### config.mk
export PLATFORM = sky130hd
export DESIGN_NAME = ctu_serial
export DESIGN_NICKNAME = d
export VERILOG_FILES = /design/src/rtl/ctu_pkg.sv /design/src/rtl/ctu_serial.sv
export SDC_FILE = /design/constraint.sdc
export NUM_CORES = 1
export LEC_CHECK = 0
export ABC_AREA = 1
export BUFFER_PORTS_ARGS = -buffer_cell sky130_fd_sc_hd__buf_2
export CAP_MARGIN = 20
export CORE_ASPECT_RATIO = 0.75
export CORE_MARGIN = 2
export CORE_UTILIZATION = 40
export DETAILED_ROUTE_END_ITERATION = 6
export PLACE_DENSITY = 0.68
export SKIP_LAST_GASP = 1
export SLEW_MARGIN = 5
export SYNTH_ARGS = -nofsm -noshare
export SYNTH_HDL_FRONTEND = slang
export SYNTH_SLANG_ARGS = --single-unit
### constraint.sdc
create_clock -name aclk -period 4.2 [get_ports aclk]
set_input_delay 0.21 -clock aclk [delete_from_list [all_inputs] [get_ports aclk]]
set_output_delay 0.21 -clock aclk [all_outputs]
set_load 0.05 [all_outputs]
### src/rtl/ctu_pkg.sv
// Function
// - Transfer-active status reads 1 during transfers.
// - Shift-active status reads 1 while shifting.
// - Transfer-active clears at end or abort.
// - Clock select: six internal rates, external.
// - Internal clock driven out, high at start.
// - Internal clock stops until buffer access.
// - Transmit data shifts on falling edge.
// - Receive data sampled on rising edge.
// - Four-bit words use low nibble, LSB first.
// - One to eight words per block.
// - Done interrupt after word count transferred.
// - Set mode, fill buffer, then start.
// - Next word loads after current LSB-first word.
// - Buffer-empty interrupt after final bit.
// - Internal clock waits for new data.
// - Any buffer write releases the wait.
// - Clearing start finishes current words first.
// - Abort ends transfer at once.
// - External clock without stop sends dummy, ends.
// - Abort bit clears itself.
// - Mode field decode with reserved codes.
// - Buffer used from lowest address upward.
package ctu_pkg;
   localparam logic [5:0] CTU_OFS_CTRL_ONE = 6'h00;
   localparam logic [5:0] CTU_OFS_CTRL_TWO = 6'h04;
   localparam logic [5:0] CTU_OFS_STATUS = 6'h08;
   localparam logic [5:0] CTU_OFS_DATA = 6'h20;
   localparam int CTU_BIT_START = 7;
   localparam int CTU_BIT_ABORT = 6;
   localparam int CTU_POS_MODE = 3;
   localparam int CTU_POS_SCK = 0;
   localparam int CTU_POS_WAIT = 3;
   localparam int CTU_POS_COUNT = 0;
   localparam int CTU_BIT_ACTIVE = 7;
   localparam int CTU_BIT_SHIFT = 6;
   localparam logic [2:0] CTU_SCK_UNUSED = 3'h6;
   localparam logic [2:0] CTU_SCK_EXT = 3'h7;
   localparam logic [2:0] CTU_MODE_TX8 = 3'h0;
   localparam logic [2:0] CTU_MODE_TX4 = 3'h2;
   localparam logic [2:0] CTU_MODE_TRX8 = 3'h4;
   localparam logic [2:0] CTU_MODE_RX8 = 3'h5;
   localparam logic [2:0] CTU_MODE_RX4 = 3'h6;
   localparam logic [1:0] CTU_RESP_OKAY = 2'h0;
   localparam logic [1:0] CTU_RESP_SLVERR = 2'h2;
   localparam logic [7:0] CTU_CTRL_RESET = 8'h00;
   localparam int CTU_FC_MHZ = 20;
   localparam int CTU_CLK_MHZ = 20;
   localparam int CTU_FC_PER_CLK = CTU_FC_MHZ / CTU_CLK_MHZ;
   localparam int CTU_HALF_0 = 4096 / CTU_FC_PER_CLK;
   localparam int CTU_HALF_1 = 128 / CTU_FC_PER_CLK;
   localparam int CTU_HALF_2 = 64 / CTU_FC_PER_CLK;
   localparam int CTU_HALF_3 = 32 / CTU_FC_PER_CLK;
   localparam int CTU_HALF_4 = 16 / CTU_FC_PER_CLK;
   localparam int CTU_HALF_5 = 8 / CTU_FC_PER_CLK;

   typedef enum logic [1:0] {CTU_IDLE, CTU_RUN, CTU_WAIT} ctu_state_t;
endpackage

### src/rtl/ctu_serial.sv
// Local design decisions: the AXI4-Lite slave port and the register addresses.
`timescale 1ns/1ps
module ctu_serial
   import ctu_pkg::*;
(
   // Clock and reset
   input wire logic aclk,
   input wire logic aresetn,
   // AXI4-Lite write
   input wire logic [5:0] s_axi_awaddr,
   input wire logic s_axi_awvalid,
   output logic s_axi_awready,
   input wire logic [31:0] s_axi_wdata,
   input wire logic [3:0] s_axi_wstrb,
   input wire logic s_axi_wvalid,
   output logic s_axi_wready,
   output logic [1:0] s_axi_bresp,
   output logic s_axi_bvalid,
   input wire logic s_axi_bready,
   // AXI4-Lite read
   input wire logic [5:0] s_axi_araddr,
   input wire logic s_axi_arvalid,
   output logic s_axi_arready,
   output logic [31:0] s_axi_rdata,
   output logic [1:0] s_axi_rresp,
   output logic s_axi_rvalid,
   input wire logic s_axi_rready,
   // Serial pins
   input wire logic sck_in,
   output logic sck_out,
   output logic sck_oe,
   output logic serial_out,
   input wire logic serial_in,
   // Event
   output logic serial_done_irq
);
   import ctu_pkg::*;

   // Half period of the internal serial clock in system cycles, minus one.
   function automatic logic [12:0] ctu_half(input logic [2:0] sel);
      unique case (sel)
         3'h0: ctu_half = 13'(CTU_HALF_0 - 1);
         3'h1: ctu_half = 13'(CTU_HALF_1 - 1);
         3'h2: ctu_half = 13'(CTU_HALF_2 - 1);
         3'h3: ctu_half = 13'(CTU_HALF_3 - 1);
         3'h4: ctu_half = 13'(CTU_HALF_4 - 1);
         default: ctu_half = 13'(CTU_HALF_5 - 1);
      endcase
   endfunction

   typedef struct packed {
      logic awready;
      logic wready;
      logic bvalid;
      logic [1:0] bresp;
      logic aw_have;
      logic [5:0] aw_addr;
      logic w_have;
      logic [31:0] wdata;
      logic [3:0] wstrb;
      logic arready;
      logic rvalid;
      logic [1:0] rresp;
      logic [31:0] rdata;
      logic [2:0] sck_sel;
      logic [2:0] mode;
      logic start;
      logic [2:0] wcount;
      logic [1:0] wait_sel;
      ctu_state_t state;
      logic active;
      logic [7:0][7:0] buf_mem;
      logic [7:0] shifter;
      logic [7:0] rx;
      logic [2:0] bit_cnt;
      logic [2:0] word_idx;
      logic [12:0] div_cnt;
      logic sck_out;
      logic sck_oe;
      logic sout;
      logic irq;
      logic fresh;
      logic dummy;
      logic sck_s1;
      logic sck_s2;
      logic sck_s3;
      logic si_s1;
      logic si_s2;
   } ctu_regs_t;

   ctu_regs_t r_reg;
   ctu_regs_t r_next;
   logic do_start;
   logic do_abort;
   logic buf_wr;
   logic ext_clk;
   logic tx_mode;

   always_comb begin
      logic wr_go;
      logic fall;
      logic rise;
      logic nib;
      logic [2:0] last_bit;
      logic [7:0] rx_word;
      logic [5:0] ra;
      wr_go = 1'b0;
      fall = 1'b0;
      rise = 1'b0;
      nib = 1'b0;
      last_bit = 3'h7;
      rx_word = 8'h00;
      ra = 6'h00;
      do_start = 1'b0;
      do_abort = 1'b0;
      buf_wr = 1'b0;
      r_next = r_reg;
      r_next.irq = 1'b0;
      ext_clk = (r_reg.sck_sel == CTU_SCK_EXT);
      tx_mode = (r_reg.mode == CTU_MODE_TX8) || (r_reg.mode == CTU_MODE_TX4) || (r_reg.mode == CTU_MODE_TRX8);
      nib = (r_reg.mode == CTU_MODE_TX4) || (r_reg.mode == CTU_MODE_RX4);
      last_bit = nib ? 3'h3 : 3'h7;

      // Pin inputs pass two flops before the edge detector reads them.
      r_next.sck_s1 = sck_in;
      r_next.sck_s2 = r_reg.sck_s1;
      r_next.sck_s3 = r_reg.sck_s2;
      r_next.si_s1 = serial_in;
      r_next.si_s2 = r_reg.si_s1;

      // Write channel: address and data are taken in either order.
      if (s_axi_awvalid && r_reg.awready) begin
         r_next.aw_have = 1'b1;
         r_next.aw_addr = s_axi_awaddr;
      end
      if (s_axi_wvalid && r_reg.wready) begin
         r_next.w_have = 1'b1;
         r_next.wdata = s_axi_wdata;
         r_next.wstrb = s_axi_wstrb;
      end
      if (s_axi_bvalid && s_axi_bready) begin
         r_next.bvalid = 1'b0;
      end
      if (r_reg.aw_have && r_reg.w_have && !r_reg.bvalid) begin
         wr_go = 1'b1;
         r_next.aw_have = 1'b0;
         r_next.w_have = 1'b0;
         r_next.bvalid = 1'b1;
         r_next.bresp = CTU_RESP_OKAY;
      end

      // Serial engine.
      if (ext_clk) begin
         fall = r_reg.sck_s3 && !r_reg.sck_s2;
         rise = !r_reg.sck_s3 && r_reg.sck_s2;
      end else if (r_reg.state == CTU_RUN) begin
         if (r_reg.div_cnt == ctu_half(r_reg.sck_sel)) begin
            r_next.div_cnt = 13'h0000;
            fall = r_reg.sck_out;
            rise = !r_reg.sck_out;
            r_next.sck_out = !r_reg.sck_out;
         end else begin
            r_next.div_cnt = r_reg.div_cnt + 13'h0001;
         end
      end

      if (r_reg.state == CTU_RUN) begin
         if (fall && tx_mode) begin
            r_next.sout = r_reg.shifter[0];
         end
         if (rise) begin
            rx_word = {r_reg.si_s2, r_reg.rx[7:1]};
            r_next.rx = rx_word;
            r_next.shifter = {1'b0, r_reg.shifter[7:1]};
            r_next.bit_cnt = r_reg.bit_cnt + 3'h1;
            if (r_reg.bit_cnt == last_bit) begin
               r_next.bit_cnt = 3'h0;
               if (!tx_mode || r_reg.mode == CTU_MODE_TRX8) begin
                  r_next.buf_mem[r_reg.word_idx] = nib ? {4'h0, rx_word[7:4]} : rx_word;
               end
               if (r_reg.word_idx == r_reg.wcount) begin
                  r_next.irq = 1'b1;
                  r_next.word_idx = 3'h0;
                  r_next.fresh = 1'b0;
                  r_next.shifter = r_reg.buf_mem[0];
                  if (!r_reg.start || r_reg.dummy) begin
                     r_next.state = CTU_IDLE;
                     r_next.active = 1'b0;
                     r_next.dummy = 1'b0;
                  end else if (ext_clk) begin
                     // No wait exists here; stale data goes out as a dummy pass.
                     r_next.dummy = !r_reg.fresh;
                  end else if (!r_reg.fresh) begin
                     r_next.state = CTU_WAIT;
                  end
               end else begin
                  r_next.word_idx = r_reg.word_idx + 3'h1;
                  r_next.shifter = r_reg.buf_mem[r_reg.word_idx + 3'h1];
               end
            end
         end
      end

      // Register writes.
      if (wr_go) begin
         if (r_reg.aw_addr[5:2] >= CTU_OFS_DATA[5:2]) begin
            if (r_reg.wstrb[0]) begin
               r_next.buf_mem[r_reg.aw_addr[4:2]] = r_reg.wdata[7:0];
               buf_wr = 1'b1;
               r_next.fresh = 1'b1;
               // Any buffer write counts, even beyond the word count, and one in the cycle the block ends too.
               if (r_next.state == CTU_WAIT) begin
                  r_next.state = CTU_RUN;
                  r_next.fresh = 1'b0;
                  r_next.shifter = (r_reg.aw_addr[4:2] == 3'h0) ? r_reg.wdata[7:0] : r_reg.buf_mem[0];
               end
            end
         end else if (r_reg.aw_addr == CTU_OFS_CTRL_ONE) begin
            if (r_reg.wstrb[0]) begin
               r_next.start = r_reg.wdata[CTU_BIT_START];
               if (r_reg.wdata[CTU_BIT_ABORT]) begin
                  do_abort = 1'b1;
                  r_next.state = CTU_IDLE;
                  r_next.active = 1'b0;
                  r_next.start = 1'b0;
                  r_next.dummy = 1'b0;
                  r_next.mode = r_reg.wdata[CTU_POS_MODE +: 3];
                  r_next.sck_sel = r_reg.wdata[CTU_POS_SCK +: 3];
               end else if (r_reg.state == CTU_IDLE) begin
                  r_next.mode = r_reg.wdata[CTU_POS_MODE +: 3];
                  r_next.sck_sel = r_reg.wdata[CTU_POS_SCK +: 3];
                  if (r_reg.wdata[CTU_BIT_START] && r_reg.wdata[CTU_POS_SCK +: 3] != CTU_SCK_UNUSED) begin
                     unique case (r_reg.wdata[CTU_POS_MODE +: 3])
                        CTU_MODE_TX8, CTU_MODE_TX4, CTU_MODE_TRX8, CTU_MODE_RX8, CTU_MODE_RX4: do_start = 1'b1;
                        default: do_start = 1'b0;
                     endcase
                  end
                  r_next.start = do_start;
               end
               if (do_start) begin
                  r_next.state = CTU_RUN;
                  r_next.active = 1'b1;
                  r_next.word_idx = 3'h0;
                  r_next.bit_cnt = 3'h0;
                  r_next.div_cnt = 13'h0000;
                  r_next.shifter = r_reg.buf_mem[0];
                  r_next.fresh = 1'b0;
                  r_next.sck_out = 1'b1;
               end
            end
         end else if (r_reg.aw_addr == CTU_OFS_CTRL_TWO) begin
            // Count may change while idle or during an automatic wait only.
            if (r_reg.wstrb[0] && r_reg.state != CTU_RUN) begin
               r_next.wcount = r_reg.wdata[CTU_POS_COUNT +: 3];
               r_next.wait_sel = r_reg.wdata[CTU_POS_WAIT +: 2];
            end
         end else begin
            r_next.bresp = CTU_RESP_SLVERR;
         end
      end
      r_next.sck_oe = (r_next.sck_sel != CTU_SCK_EXT);
      if (r_next.state == CTU_IDLE) begin
         r_next.sck_out = 1'b1;
      end

      // Read channel.
      if (s_axi_rvalid && s_axi_rready) begin
         r_next.rvalid = 1'b0;
      end
      if (s_axi_arvalid && r_reg.arready) begin
         ra = s_axi_araddr;
         r_next.rvalid = 1'b1;
         r_next.rresp = CTU_RESP_OKAY;
         r_next.rdata = 32'h0000_0000;
         if (ra[5:2] >= CTU_OFS_DATA[5:2]) begin
            r_next.rdata[7:0] = r_reg.buf_mem[ra[4:2]];
         end else if (ra == CTU_OFS_CTRL_ONE) begin
            // The abort bit always reads back as zero.
            r_next.rdata[7:0] = {r_reg.start, 1'b0, r_reg.mode, r_reg.sck_sel};
         end else if (ra == CTU_OFS_CTRL_TWO) begin
            r_next.rdata[7:0] = {3'h0, r_reg.wait_sel, r_reg.wcount};
         end else if (ra == CTU_OFS_STATUS) begin
            r_next.rdata[CTU_BIT_ACTIVE] = r_reg.active;
            r_next.rdata[CTU_BIT_SHIFT] = (r_reg.state == CTU_RUN);
         end else begin
            r_next.rresp = CTU_RESP_SLVERR;
         end
      end
      r_next.awready = !r_next.aw_have && !r_next.bvalid;
      r_next.wready = !r_next.w_have && !r_next.bvalid;
      r_next.arready = !r_next.rvalid;
   end

   always_ff @(posedge aclk) begin
      if (!aresetn) begin
         r_reg <= '0;
         r_reg.sck_out <= 1'b1;
         r_reg.sout <= 1'b1;
         r_reg.sck_s1 <= 1'b1;
         r_reg.sck_s2 <= 1'b1;
         r_reg.sck_s3 <= 1'b1;
         r_reg.sck_oe <= 1'b1;
         r_reg.state <= CTU_IDLE;
      end else begin
         r_reg <= r_next;
      end
   end

   assign s_axi_awready = r_reg.awready;
   assign s_axi_wready = r_reg.wready;
   assign s_axi_bvalid = r_reg.bvalid;
   assign s_axi_bresp = r_reg.bresp;
   assign s_axi_arready = r_reg.arready;
   assign s_axi_rvalid = r_reg.rvalid;
   assign s_axi_rresp = r_reg.rresp;
   assign s_axi_rdata = r_reg.rdata;
   assign sck_out = r_reg.sck_out;
   assign sck_oe = r_reg.sck_oe;
   assign serial_out = r_reg.sout;
   assign serial_done_irq = r_reg.irq;

   a_start_sets_active: assert property (@(posedge aclk) disable iff (!aresetn)
      do_start |=> r_reg.active && r_reg.state == CTU_RUN)
      else $error("Start write did not raise transfer active.");
   a_abort_ends_now: assert property (@(posedge aclk) disable iff (!aresetn)
      do_abort |=> !r_reg.active ##1 !r_reg.active)
      else $error("Abort did not end the transfer at once.");
   a_active_tracks_state: assert property (@(posedge aclk) disable iff (!aresetn)
      r_reg.active == (r_reg.state != CTU_IDLE))
      else $error("Transfer active disagrees with engine state.");
   a_sck_high_start: assert property (@(posedge aclk) disable iff (!aresetn)
      do_start && r_reg.wdata[CTU_POS_SCK +: 3] != CTU_SCK_EXT |=> r_reg.sck_out && r_reg.sck_oe)
      else $error("Serial clock not high at start.");
   a_wait_holds_clock: assert property (@(posedge aclk) disable iff (!aresetn)
      r_reg.state == CTU_WAIT && !buf_wr && !do_abort |=> r_reg.state == CTU_WAIT && $stable(r_reg.sck_out))
      else $error("Automatic wait released without a buffer write.");
   a_wait_release: assert property (@(posedge aclk) disable iff (!aresetn)
      r_reg.state == CTU_WAIT && buf_wr |=> r_reg.state == CTU_RUN)
      else $error("Buffer write did not release the wait.");
   a_tx_falling_edge: assert property (@(posedge aclk) disable iff (!aresetn)
      !ext_clk && tx_mode && r_reg.state == CTU_RUN && $fell(r_reg.sck_out) |-> r_reg.sout == $past(r_reg.shifter[0]))
      else $error("Transmit bit not presented at the falling edge.");
   a_irq_one_cycle: assert property (@(posedge aclk) disable iff (!aresetn)
      serial_done_irq |-> r_reg.word_idx == 3'h0 ##1 !serial_done_irq)
      else $error("Done interrupt longer than one cycle.");
   // Software relies on these locks while a block is under way, so they are checked directly.
   a_idle_clock_high: assert property (@(posedge aclk) disable iff (!aresetn)
      r_reg.state == CTU_IDLE |-> r_reg.sck_out)
      else $error("Serial clock not high while idle.");
   a_count_locked: assert property (@(posedge aclk) disable iff (!aresetn)
      r_reg.state == CTU_RUN |=> $stable(r_reg.wcount))
      else $error("Word count changed while shifting.");
   a_mode_locked: assert property (@(posedge aclk) disable iff (!aresetn)
      r_reg.state != CTU_IDLE && !do_abort |=> $stable(r_reg.mode) && $stable(r_reg.sck_sel))
      else $error("Mode or clock select changed during a transfer.");
   a_halt_holds_data: assert property (@(posedge aclk) disable iff (!aresetn)
      r_reg.state != CTU_RUN |=> $stable(r_reg.sout))
      else $error("Serial output moved while not shifting.");
   a_dummy_then_end: assert property (@(posedge aclk) disable iff (!aresetn)
      serial_done_irq && $past(r_reg.dummy) |-> r_reg.state == CTU_IDLE)
      else $error("Dummy pass did not end the transfer.");
   a_abort_drops_start: assert property (@(posedge aclk) disable iff (!aresetn)
      do_abort |=> !r_reg.start)
      else $error("Abort left the start bit set.");
   a_ext_releases_pin: assert property (@(posedge aclk) disable iff (!aresetn)
      ext_clk |-> !r_reg.sck_oe)
      else $error("Serial clock pin driven with the external source.");
   a_int_drives_pin: assert property (@(posedge aclk) disable iff (!aresetn)
      !ext_clk |-> r_reg.sck_oe)
      else $error("Serial clock pin not driven with an internal source.");
   a_irq_ends_word: assert property (@(posedge aclk) disable iff (!aresetn)
      serial_done_irq |-> r_reg.bit_cnt == 3'h0 && $past(r_reg.word_idx) == r_reg.wcount)
      else $error("Done interrupt before the last counted word.");
endmodule

### After elaboration in Yosys (flattened, before gate mapping)

Cells that the tools add are included.

| operators by class | value |
|---|---|
| $add $sub $neg | 3 |
| multiply operators | 0 |
| div/mod/pow operators | 0 |
| order comparisons | 8 |
| equality and inequality tests | 23 |
| shift operators | 0 |
| muxes and demuxes | 111 |
| bitwise operators | 3 |
| reductions and logical operators | 49 |

Operators by type and width:

| operator | number |
|---|---|
| $mux W89 | 2 |
| $bwmux W64 | 2 |
| $mux W64 | 2 |
| $mux W8 | 14 |
| $mux W20 | 5 |
| $mux W87 | 1 |
| $mux W75 | 1 |
| $mux W72 | 1 |
| $pmux W12 S5 | 1 |
| $bmux W8 S3 | 2 |
| $demux W8 S3 | 2 |
| $mux W2 | 22 |
| $mux W13 | 3 |
| $mux W37 | 1 |
| $mux W35 | 1 |
| $mux W7 | 5 |
| $mux W1 | 29 |
| $mux W14 | 2 |
| $mux W3 | 8 |
| $eq A3 B3 Y1 const B | 7 |
| $mux W5 | 4 |
| $logic_and A1 B1 Y1 | 16 |
| $lt A3 B4 Y1 const B | 4 |
| $add A13 B1 Y13 const B | 1 |
| 28 further kinds | 61 |

| storage, ports and cells | value |
|---|---|
| flip-flop bits (word level) | 186 |
| latch bits | 0 |
| RAM bits | 0 |
| memory bits (read-only) | 0 |
| input bits | 57 |
| output and inout bits | 45 |
| logic and storage cells | 241 |
| memories | 0 |

### Logic depth before layout (Yosys ltp)

Gate-level depths: netlist of run 1.

| depth | value |
|---|---|
| depth in word-level cells | 18 |
| depth in mapped cells | 21 |

### Worst setup path after synthesis of run 1

OpenSTA, ideal clock, no wires.

| timing | value |
|---|---|
| path type | reg-to-reg |
| from | reg r_reg[11] (netlist bit) |
| to | reg r_reg[104] (netlist bit) |
| data arrival time | 2.414 ns |
| required time | 4.084 ns |
| path slack | 1.670 ns |
| stages on the path, launching flop included | 21 |
| path buffers | 1 |
| period minus slack after synthesis | 2.530 ns |
| path through | dfxtp_1 > ha_1 > inv_1 > nor2_1 > nand4_1 > a21oi_1 > nand2_1 > a21oi_1 > ha_1 > nand3_1 > nand2_1 > nand2_2 > nor2_4 > nand2_4 > nor2_8 > nand2_2 > buf_6 > nand2_1 > o21ai_0 > o211ai_1 > inv_1 |

| between the ends | value |
|---|---|
| word-level cells in the longest chain between the ends | 10 |

RTL lines:

| item | line | RTL |
|---|---|---|
| from (decl) | ctu_serial.sv:91 | `ctu_regs_t r_reg;` |
| from (signal assigned) | ctu_serial.sv:305 | `r_reg <= r_next;` |
| $eq A13 B13 Y1 * | ctu_serial.sv:157 | `if (r_reg.div_cnt == ctu_half(r_reg.sck_sel)) begin` |
| $mux W1 * | ctu_serial.sv:157 |  |
| $mux W1 * | ctu_serial.sv:156 | `end else if (r_reg.state == CTU_RUN) begin` |
| $mux W1 * | ctu_serial.sv:153 | `if (ext_clk) begin` |
| $mux W89 * | ctu_serial.sv:171 | `if (rise) begin` |
| $mux W89 * | ctu_serial.sv:167 | `if (r_reg.state == CTU_RUN) begin` |
| $bwmux W64 | ctu_serial.sv:208 | `r_next.buf_mem[r_reg.aw_addr[4:2]] = r_reg.wdata[7:0];` |
| $mux W72 | ctu_serial.sv:207 | `if (r_reg.wstrb[0]) begin` |
| $mux W64 | ctu_serial.sv:206 | `if (r_reg.aw_addr[5:2] >= CTU_OFS_DATA[5:2]) begin` |
| $mux W87 * | ctu_serial.sv:205 | `if (wr_go) begin` |

Every way passes the cells marked *; elsewhere a longest branch is shown, timed or not.
A chain may end at the register's enable or synchronous reset.

### Worst setup path in the final report of run 1

| timing | value |
|---|---|
| from | reg r_reg[11] (netlist bit) |
| to | reg r_reg[81] (netlist bit) |

The elaborated chain is that of the path after synthesis.

==> impl_metrics.csv, run 1 <==
group,metric,value,unit
global_routing,grt_antenna_before_repair,0,
power,comb_power_share,0.078,
floorplan,initial_core_util,0.411,
logic_synthesis,yosysSeqAreaShare,0.343,
power,leakage,4.34,nW
timing,finalHoldViolCount,0,
logic_synthesis,ys_types,50,
timing,finClkSkew,8.80,ps
clock_network,cts_tree,"built",
route,vias,9287,
power,p_sw_frac,0.254,
global_routing,grtUsageTotal,0.253,
cells_and_area,final_layout_size_suffix_gt1_frac,0.101,
logic_synthesis,synthXorXnorAreaFrac,0.0123,
floorplan,dieArea,24100,sq um
worst_setup_path,rrSetupSlack,1010,ps
power,power_frac_seq,0.435,
timing,timing.final.crit_share,0.759,
logic_synthesis,syn_inst,1364,
cells_and_area,largest_register_ffs,134,
power,ir_worst_vdd,0.302,mV
floorplan,core,22300,sq um
worst_setup_path,critPathTopFamily,"simple AND/OR/NAND/NOR gates",
timing,rsz0062_at_grt,"no",
logic_synthesis,ys_seq_elements,157,
logic_synthesis,syn_area,9160,sq um
logic_synthesis,yosysWarnings,0,
cells_and_area,area_growth,10.0,%
placement,port_buffers,49,
logic_synthesis,synth_simple_gate_area_frac,0.225,
clock_network,htreeDepth,4,
placement,dp_hpwl,21400,um
worst_setup_path,reg2reg_to,"r_reg[81]",
global_routing,grt_pass1_vias,8212,
clock_network,cts_resized,0,
worst_setup_path,reg2reg_from,"r_reg[11]",
floorplan,die_height,135,um
global_routing,grt_pass1_wl,46000,um
clock_network,clkSinkCount,157,
route,wl_per_cell,17.8,um
clock_network,cts-root-buf,"clkbuf_16",
global_routing,globalRouteOverflowTotal,0,
logic_synthesis,avgSynthCellArea,6.72,sq um
worst_setup_path,path_class,"reg2reg",
timing,timing.final.crit_period,3190,ps
worst_hold_path,min_path_type,"in2reg",
worst_setup_path,critPathCapture,"r_reg[81]",
clock_network,cts.path.max_buffers,2,
cells_and_area,finalNetCount,1434,
logic_synthesis,async_flop_share,0,
worst_setup_path,r2r_cells,19,
clock_network,clock_latency,450,ps
worst_setup_path,critPathBufInv,3,
worst_setup_path,end_kind,"register",
route,drt_first_pass_iters,6,
cells_and_area,n_antenna_cell,0,
power,cellPowerDensity,355,nW/um^2
cells_and_area,layout_commonest_cell,"nand2_1",
placement,place.gp.congestion,1.02,
route,wl,29900,um
route,drtAntennaViolNets,0,
floorplan,die_w,179,um
status,outcome,"completed",
worst_setup_path,cp.arrival,3530,ps
logic_synthesis,ys.flop_type,"dfxtp_1",
timing,holdWs,18.3,ps
worst_setup_path,cpMaxStageDelayCell,"dfxtp_1",
worst_setup_path,cp-startpoint,"r_reg[11]",
worst_setup_path,start_kind,"register",
timing,setup_viol,0,
logic_synthesis,synth_top_family_by_area,"compound AO/OA/AOI/OAI gates",
power,internal_power,2.67,mW
power,clkPwrFrac,0.487,
timing,max_freq,0.314,GHz
worst_setup_path,crit_required,4540,ps
floorplan,ios,102,
clock_network,clkTransAtPathRegs,60,ps
route,drc,0,
worst_hold_path,min-delay-start,"s_axi_awaddr[1]",
worst_setup_path,worst-path-stages,19,
global_routing,grt_max_degree,71,
timing,drv_slew,0,
logic_synthesis,synth_edf_count,0,
power,switchingPower,910,uW
job,drv_cap,0,
worst_setup_path,crit_fanout,11,
route,vias_per_cell,5.53,
logic_synthesis,muxShareOfSynthArea,0.00109,
floorplan,placementRows,47,
cells_and_area,mostFrequentLayoutCells,"nand2_1, inv_1, dfxtp_1, o21ai_0, a21oi_1",
logic_synthesis,synth_fa_ha_area_frac,0.00683,
route,first_iter_violations,1064,
timing,tightest_slew,1120,ps
clock_network,cts_buffers,17,
worst_setup_path,crit_chain,"ha_1 > inv_1 > nor2_1 > nand4_1 > a21oi_1 > nand2_1 > a21oi_1 > ha_1 > nand3_1 > nand2_1 > nand2_2 > nor2_4 > nand2_4 > nor2_8 > nand2_1 > inv_1 > o21ai_0 > o21ai_0 > inv_1",
timing,tns,0,ps
logic_synthesis,synth_compound_area_frac,0.263,
worst_setup_path,max_stage_delay,380,ps
timing,maxSlewHeadroom,0.249,
## per-stage QoR
step	std cells	cell area [sq um]	worst slack (ps)	power (mW)	utilization
2_1_floorplan	1388	9250	1670	1.79	-
3_3_place_gp	1643	9380	1080	1.85	0.421
3_5_place_dp	1644	9390	1020	1.86	0.421
4_1_cts	1677	10100	994	3.58	0.452
5_1_grt	1678	10100	676	3.68	0.452
6_report	1678	10100	1010	3.58	0.452
## cell type report
class                           instances  area (sq um)
Inverter                              208           781
Timing Repair Buffer                   66           385
Clock buffer                           21           470
Sequential cell                       157          3140
Fill cell                            2287         12200
Clock inverter                         10           186
Tap cell                              294           368
Multi-Input combinational cell        922          4740
## synth_stat cells, types with 2 or more instances
| master | number | area, sq um |
|---|---|---|
| o21bai_1 | 3 | 22.5 |
| xnor2_1 | 2 | 17.5 |
| o22ai_1 | 6 | 37.5 |
| buf_6 | 6 | 67.6 |
| nand4_1 | 5 | 31.3 |
| nor2_1 | 99 | 372 |
| ha_1 | 5 | 62.6 |
| o221ai_1 | 6 | 52.6 |
| a31oi_1 | 6 | 37.5 |
| o2111ai_1 | 5 | 43.8 |
| nor2_4 | 6 | 67.6 |
| or2_2 | 9 | 56.3 |
| clkbuf_1 | 41 | 154 |
| a22oi_1 | 2 | 15.0 |
| nand2_4 | 4 | 45.0 |
| o21ai_1 | 6 | 30.0 |
| nor3_1 | 15 | 75.1 |
| clkinv_1 | 3 | 11.3 |
| xor2_1 | 9 | 78.8 |
| buf_1 | 3 | 11.3 |
| a211oi_1 | 10 | 75.1 |
| nand2_1 | 224 | 841 |
| o211ai_1 | 65 | 488 |
| a221oi_1 | 5 | 43.8 |
| a21oi_1 | 147 | 736 |
| nor2_2 | 3 | 18.8 |
| dfxtp_1 | 157 | 3140 |
| inv_2 | 4 | 15.0 |
| nand2_2 | 5 | 31.3 |
| nand3_1 | 82 | 410 |
| o21ai_0 | 149 | 746 |
| buf_2 | 12 | 60.1 |
| buf_4 | 38 | 285 |
| a21oi_2 | 3 | 26.3 |
| inv_1 | 201 | 754 |
| nand3_2 | 4 | 40.0 |
## worst min-delay path by stage
| stage | end | slack (ps) | cells after the start |
|---|---|---|---|
| 6_report | r_reg[199] | 20 | 3 |
| 4_1_cts | r_reg[199] | 8 | 3 |
| 2_1_floorplan | r_next[0] | 310 | 2 |
| 3_5_place_dp | r_reg[0] | 400 | 2 |
| 3_3_place_gp | r_next[0] | 390 | 3 |
| 5_1_grt | r_reg[198] | 50 | 3 |
## logic make-up (layout without fill, tap and decap cells)
family | count (synthesis) | in the layout
simple gates | 461 | 461
flops | 157 | 157
other cells | 1 | 25
compound gates | 418 | 418
mux | 1 | 1
fa+ha+maj | 5 | 5
xor+xnor | 12 | 12
buf+inv | 309 | 305
## tightest hold or removal path, stage by stage
cell and delay [ps]:
buf_2 70, o21ai_0 70, nor2_1 80
## what timing repair did
item                      4_1_cts  5_1_grt
hold buffers                    2        0
hold endpoints to repair        2        0
setup buffers                   0        0
## power by group through the flow
| stage | Sequential [mW] | Clock, mW | Combinational (mW) |
|---|---|---|---|
| 2_1_floorplan | 1.57 | 0 | 0.218 |
| 3_3_place_gp | 1.59 | 0 | 0.267 |
| 3_5_place_dp | 1.59 | 0 | 0.270 |
| 4_1_cts | 1.55 | 1.76 | 0.272 |
| 6_report | 1.56 | 1.74 | 0.279 |
| 5_1_grt | 1.56 | 1.83 | 0.301 |
## per-layer routing
metal | vias up | GRT usage | part of all wire
met3 | 57 | 0.0670 | 0.12
met5 | - | 0 | 0
met1 | 4299 | 0.379 | 0.46
met2 | 446 | 0.339 | 0.39
li1 | 4485 | - | -
met4 | 0 | 0.0980 | 0.026
No activity file was read; power rests on OpenSTA's default activity.
==> inputs of run 2 (changes only) <==
Clock period 4.2 ns to 3.3 ns, I/O delays scaled along.
==> run 2 against run 1 <==
Core utilization up 0.62 points; register-to-register slack worse by 680 ps; setup slack lost 680 ps; clock-buffer cell count is the same.
==> impl_metrics.csv, run 2 (synthesis gave the netlist of run 1 again) <==
group,metric,value,unit
global_routing,grt_pass1_wl,45900,um
power,leakage,4.42,nW
clock_network,cts_tree,"built",
timing,rsz0062_at_grt,"no",
cells_and_area,area_growth,11.5,%
clock_network,clkSinkCount,157,
floorplan,die_height,135,um
job,drv_cap,0,
timing,max_freq,0.337,GHz
route,vias,9335,
worst_setup_path,crit_required,3630,ps
placement,place.gp.congestion,0.989,
route,wl_per_cell,17.8,um
power,ir_worst_vdd,0.352,mV
timing,finalHoldViolCount,0,
clock_network,cts-root-buf,"clkbuf_16",
route,drt_first_pass_iters,6,
placement,placed_cells,1665,
cells_and_area,seq_area,3140,sq um
placement,port_buffers,49,
floorplan,ios,102,
route,first_iter_violations,1178,
power,internal_power,3.24,mW
cells_and_area,filler_cell_count,2307,
power,switchingPower,1.17,mW
cells_and_area,finalNetCount,1458,
global_routing,grtUsageTotal,0.252,
floorplan,initial_core_util,0.411,
cells_and_area,multi_input_area,4750,sq um
floorplan,core,22300,sq um
worst_setup_path,crit_chain,"inv_1 > nand2_1 > o21ai_0 > nor2_1 > nand2_1 > a21oi_2 > ha_1 > nand3_1 > nand2_1 > nand2_2 > nor2_4 > nand2_4 > nor2_8 > nand3_2 > buf_4 > nand2_1 > o21ai_1 > o211ai_1 > inv_1",
power,power_frac_seq,0.445,
timing,timing.final.crit_share,0.899,
floorplan,placementRows,47,
power,p_sw_frac,0.266,
timing,timing.final.crit_period,2970,ps
route,drtAntennaViolNets,0,
timing,setup_viol,0,
timing,finClkSkew,13.6,ps
clock_network,cts_buffers,17,
status,outcome,"completed",
clock_network,htreeDepth,4,
power,finalPower,4.41,mW
route,vias_per_cell,5.48,
power,comb_power_share,0.089,
worst_setup_path,critPathTopFamily,"simple AND/OR/NAND/NOR gates",
global_routing,grt_pass1_vias,8137,
route,wl,30300,um
worst_setup_path,cpMaxStageDelayCell,"dfxtp_1",
clock_network,cts.path.max_buffers,2,
clock_network,clkTransAtPathRegs,60,ps
cells_and_area,final_layout_size_suffix_gt1_frac,0.116,
cells_and_area,n_antenna_cell,0,
cells_and_area,fin_cells,1702,
worst_setup_path,max_stage_delay,450,ps
floorplan,dieArea,24100,sq um
worst_setup_path,critPathBufInv,3,
global_routing,grt_max_degree,81,
worst_setup_path,crit_fanout,7,
cells_and_area,layout_commonest_cell,"nand2_1",
worst_hold_path,min_path_type,"in2reg",
timing,tightest_slew,1080,ps
worst_setup_path,path_class,"reg2reg",
floorplan,die_w,179,um
clock_network,clock_latency,440,ps
global_routing,globalRouteOverflowTotal,0,
route,drc,0,
global_routing,grt_antenna_before_repair,0,
cells_and_area,mostFrequentLayoutCells,"nand2_1, inv_1, dfxtp_1, o21ai_0, a21oi_1",
power,cellPowerDensity,432,nW/um^2
timing,maxSlewHeadroom,0.278,
worst_setup_path,cpMostUsedCell,"nand2_1",
worst_setup_path,start_kind,"register",
power,clkPwrFrac,0.466,
placement,dp_hpwl,21700,um
worst_setup_path,end_kind,"register",
cells_and_area,largest_register_ffs,134,
timing,tns,0,ps
worst_setup_path,cp.arrival,3300,ps
timing,drv_slew,0,
[run 2: changes by cell type in the layout (fill, tap and decap cells not counted), sizes merged]
cell	before	now
dlygate4sd3	2	4
inv	205	204
buf	64	86
bufinv	5	3
clkinv	5	7
clkinvlp	3	4
[run 2: worst register-to-register path: stages, from the launching register on]
cell      delay (ps)
dfxtp_1          450
inv_1            130
nand2_1          110
o21ai_0          110
nor2_1           110
nand2_1           70
a21oi_2          200
ha_1             220
nand3_1           90
nand2_1          100
nand2_2          100
nor2_4           130
nand2_4          110
nor2_8           150
nand3_2          190
buf_4            240
nand2_1           60
o21ai_1           60
o211ai_1         200
inv_1             50
[run 2: area by class of cell]
| type | instances | area share |
|---|---|---|
| tap | 294 | 0.0360 |
| sequential | 157 | 0.308 |
| inverter | 208 | 0.0768 |
| multi-input combinational | 922 | 0.465 |
| clock buffer | 21 | 0.0451 |
| clock inverter | 10 | 0.0137 |
| timing repair buffer | 90 | 0.0561 |
[run 2: metal layers]
layer / GRT usage / routed length (um) / vias up
met5: 0 / 0 / -
met3: 0.0780 / 3680 / 37
met4: 0.0673 / 474 / 0
met2: 0.355 / 12200 / 481
li1: - / - / 4535
met1: 0.369 / 14000 / 4282
[run 2: through the flow]
stage	hold WS (ps)	utilization	area (sq um)	setup WS [ps]
after global routing	35.4	0.458	10200	49.1
after floorplan	263	-	9250	770
final	6.79	0.458	10200	332
after global placement	349	0.429	9550	350
after detailed placement	352	0.429	9560	314
after CTS	3.84	0.457	10200	239
[run 2: power by group through the flow]
stage / combinational [mW] / sequential [mW] / clock (mW)
floorplan: 0.277 / 2.00 / 0
global placement: 0.375 / 2.00 / 0
detailed placement: 0.378 / 2.00 / 0
CTS: 0.383 / 1.96 / 2.07
global route: 0.420 / 1.96 / 2.15
finish: 0.393 / 1.96 / 2.06
[run 2: worst paths after layout]
path / from / endpoint / slack, ps / cells past startpoint
hold / removal: s_axi_awaddr[5] / r_reg[203] / 7 / 3
setup reg to reg: r_reg[124] / r_reg[88] / 330 / 19
hold reg to reg: r_next[0] / r_reg[0] / 410 / 2
setup / recovery: r_reg[124] / r_reg[88] / 330 / 19
[run 2: repair_timing]
action	4_1_cts	5_1_grt
hold buffers	4	0
buffers inserted	0	2
setup endpoints to repair	0	12
hold endpoints to repair	4	0
resized for setup	0	3
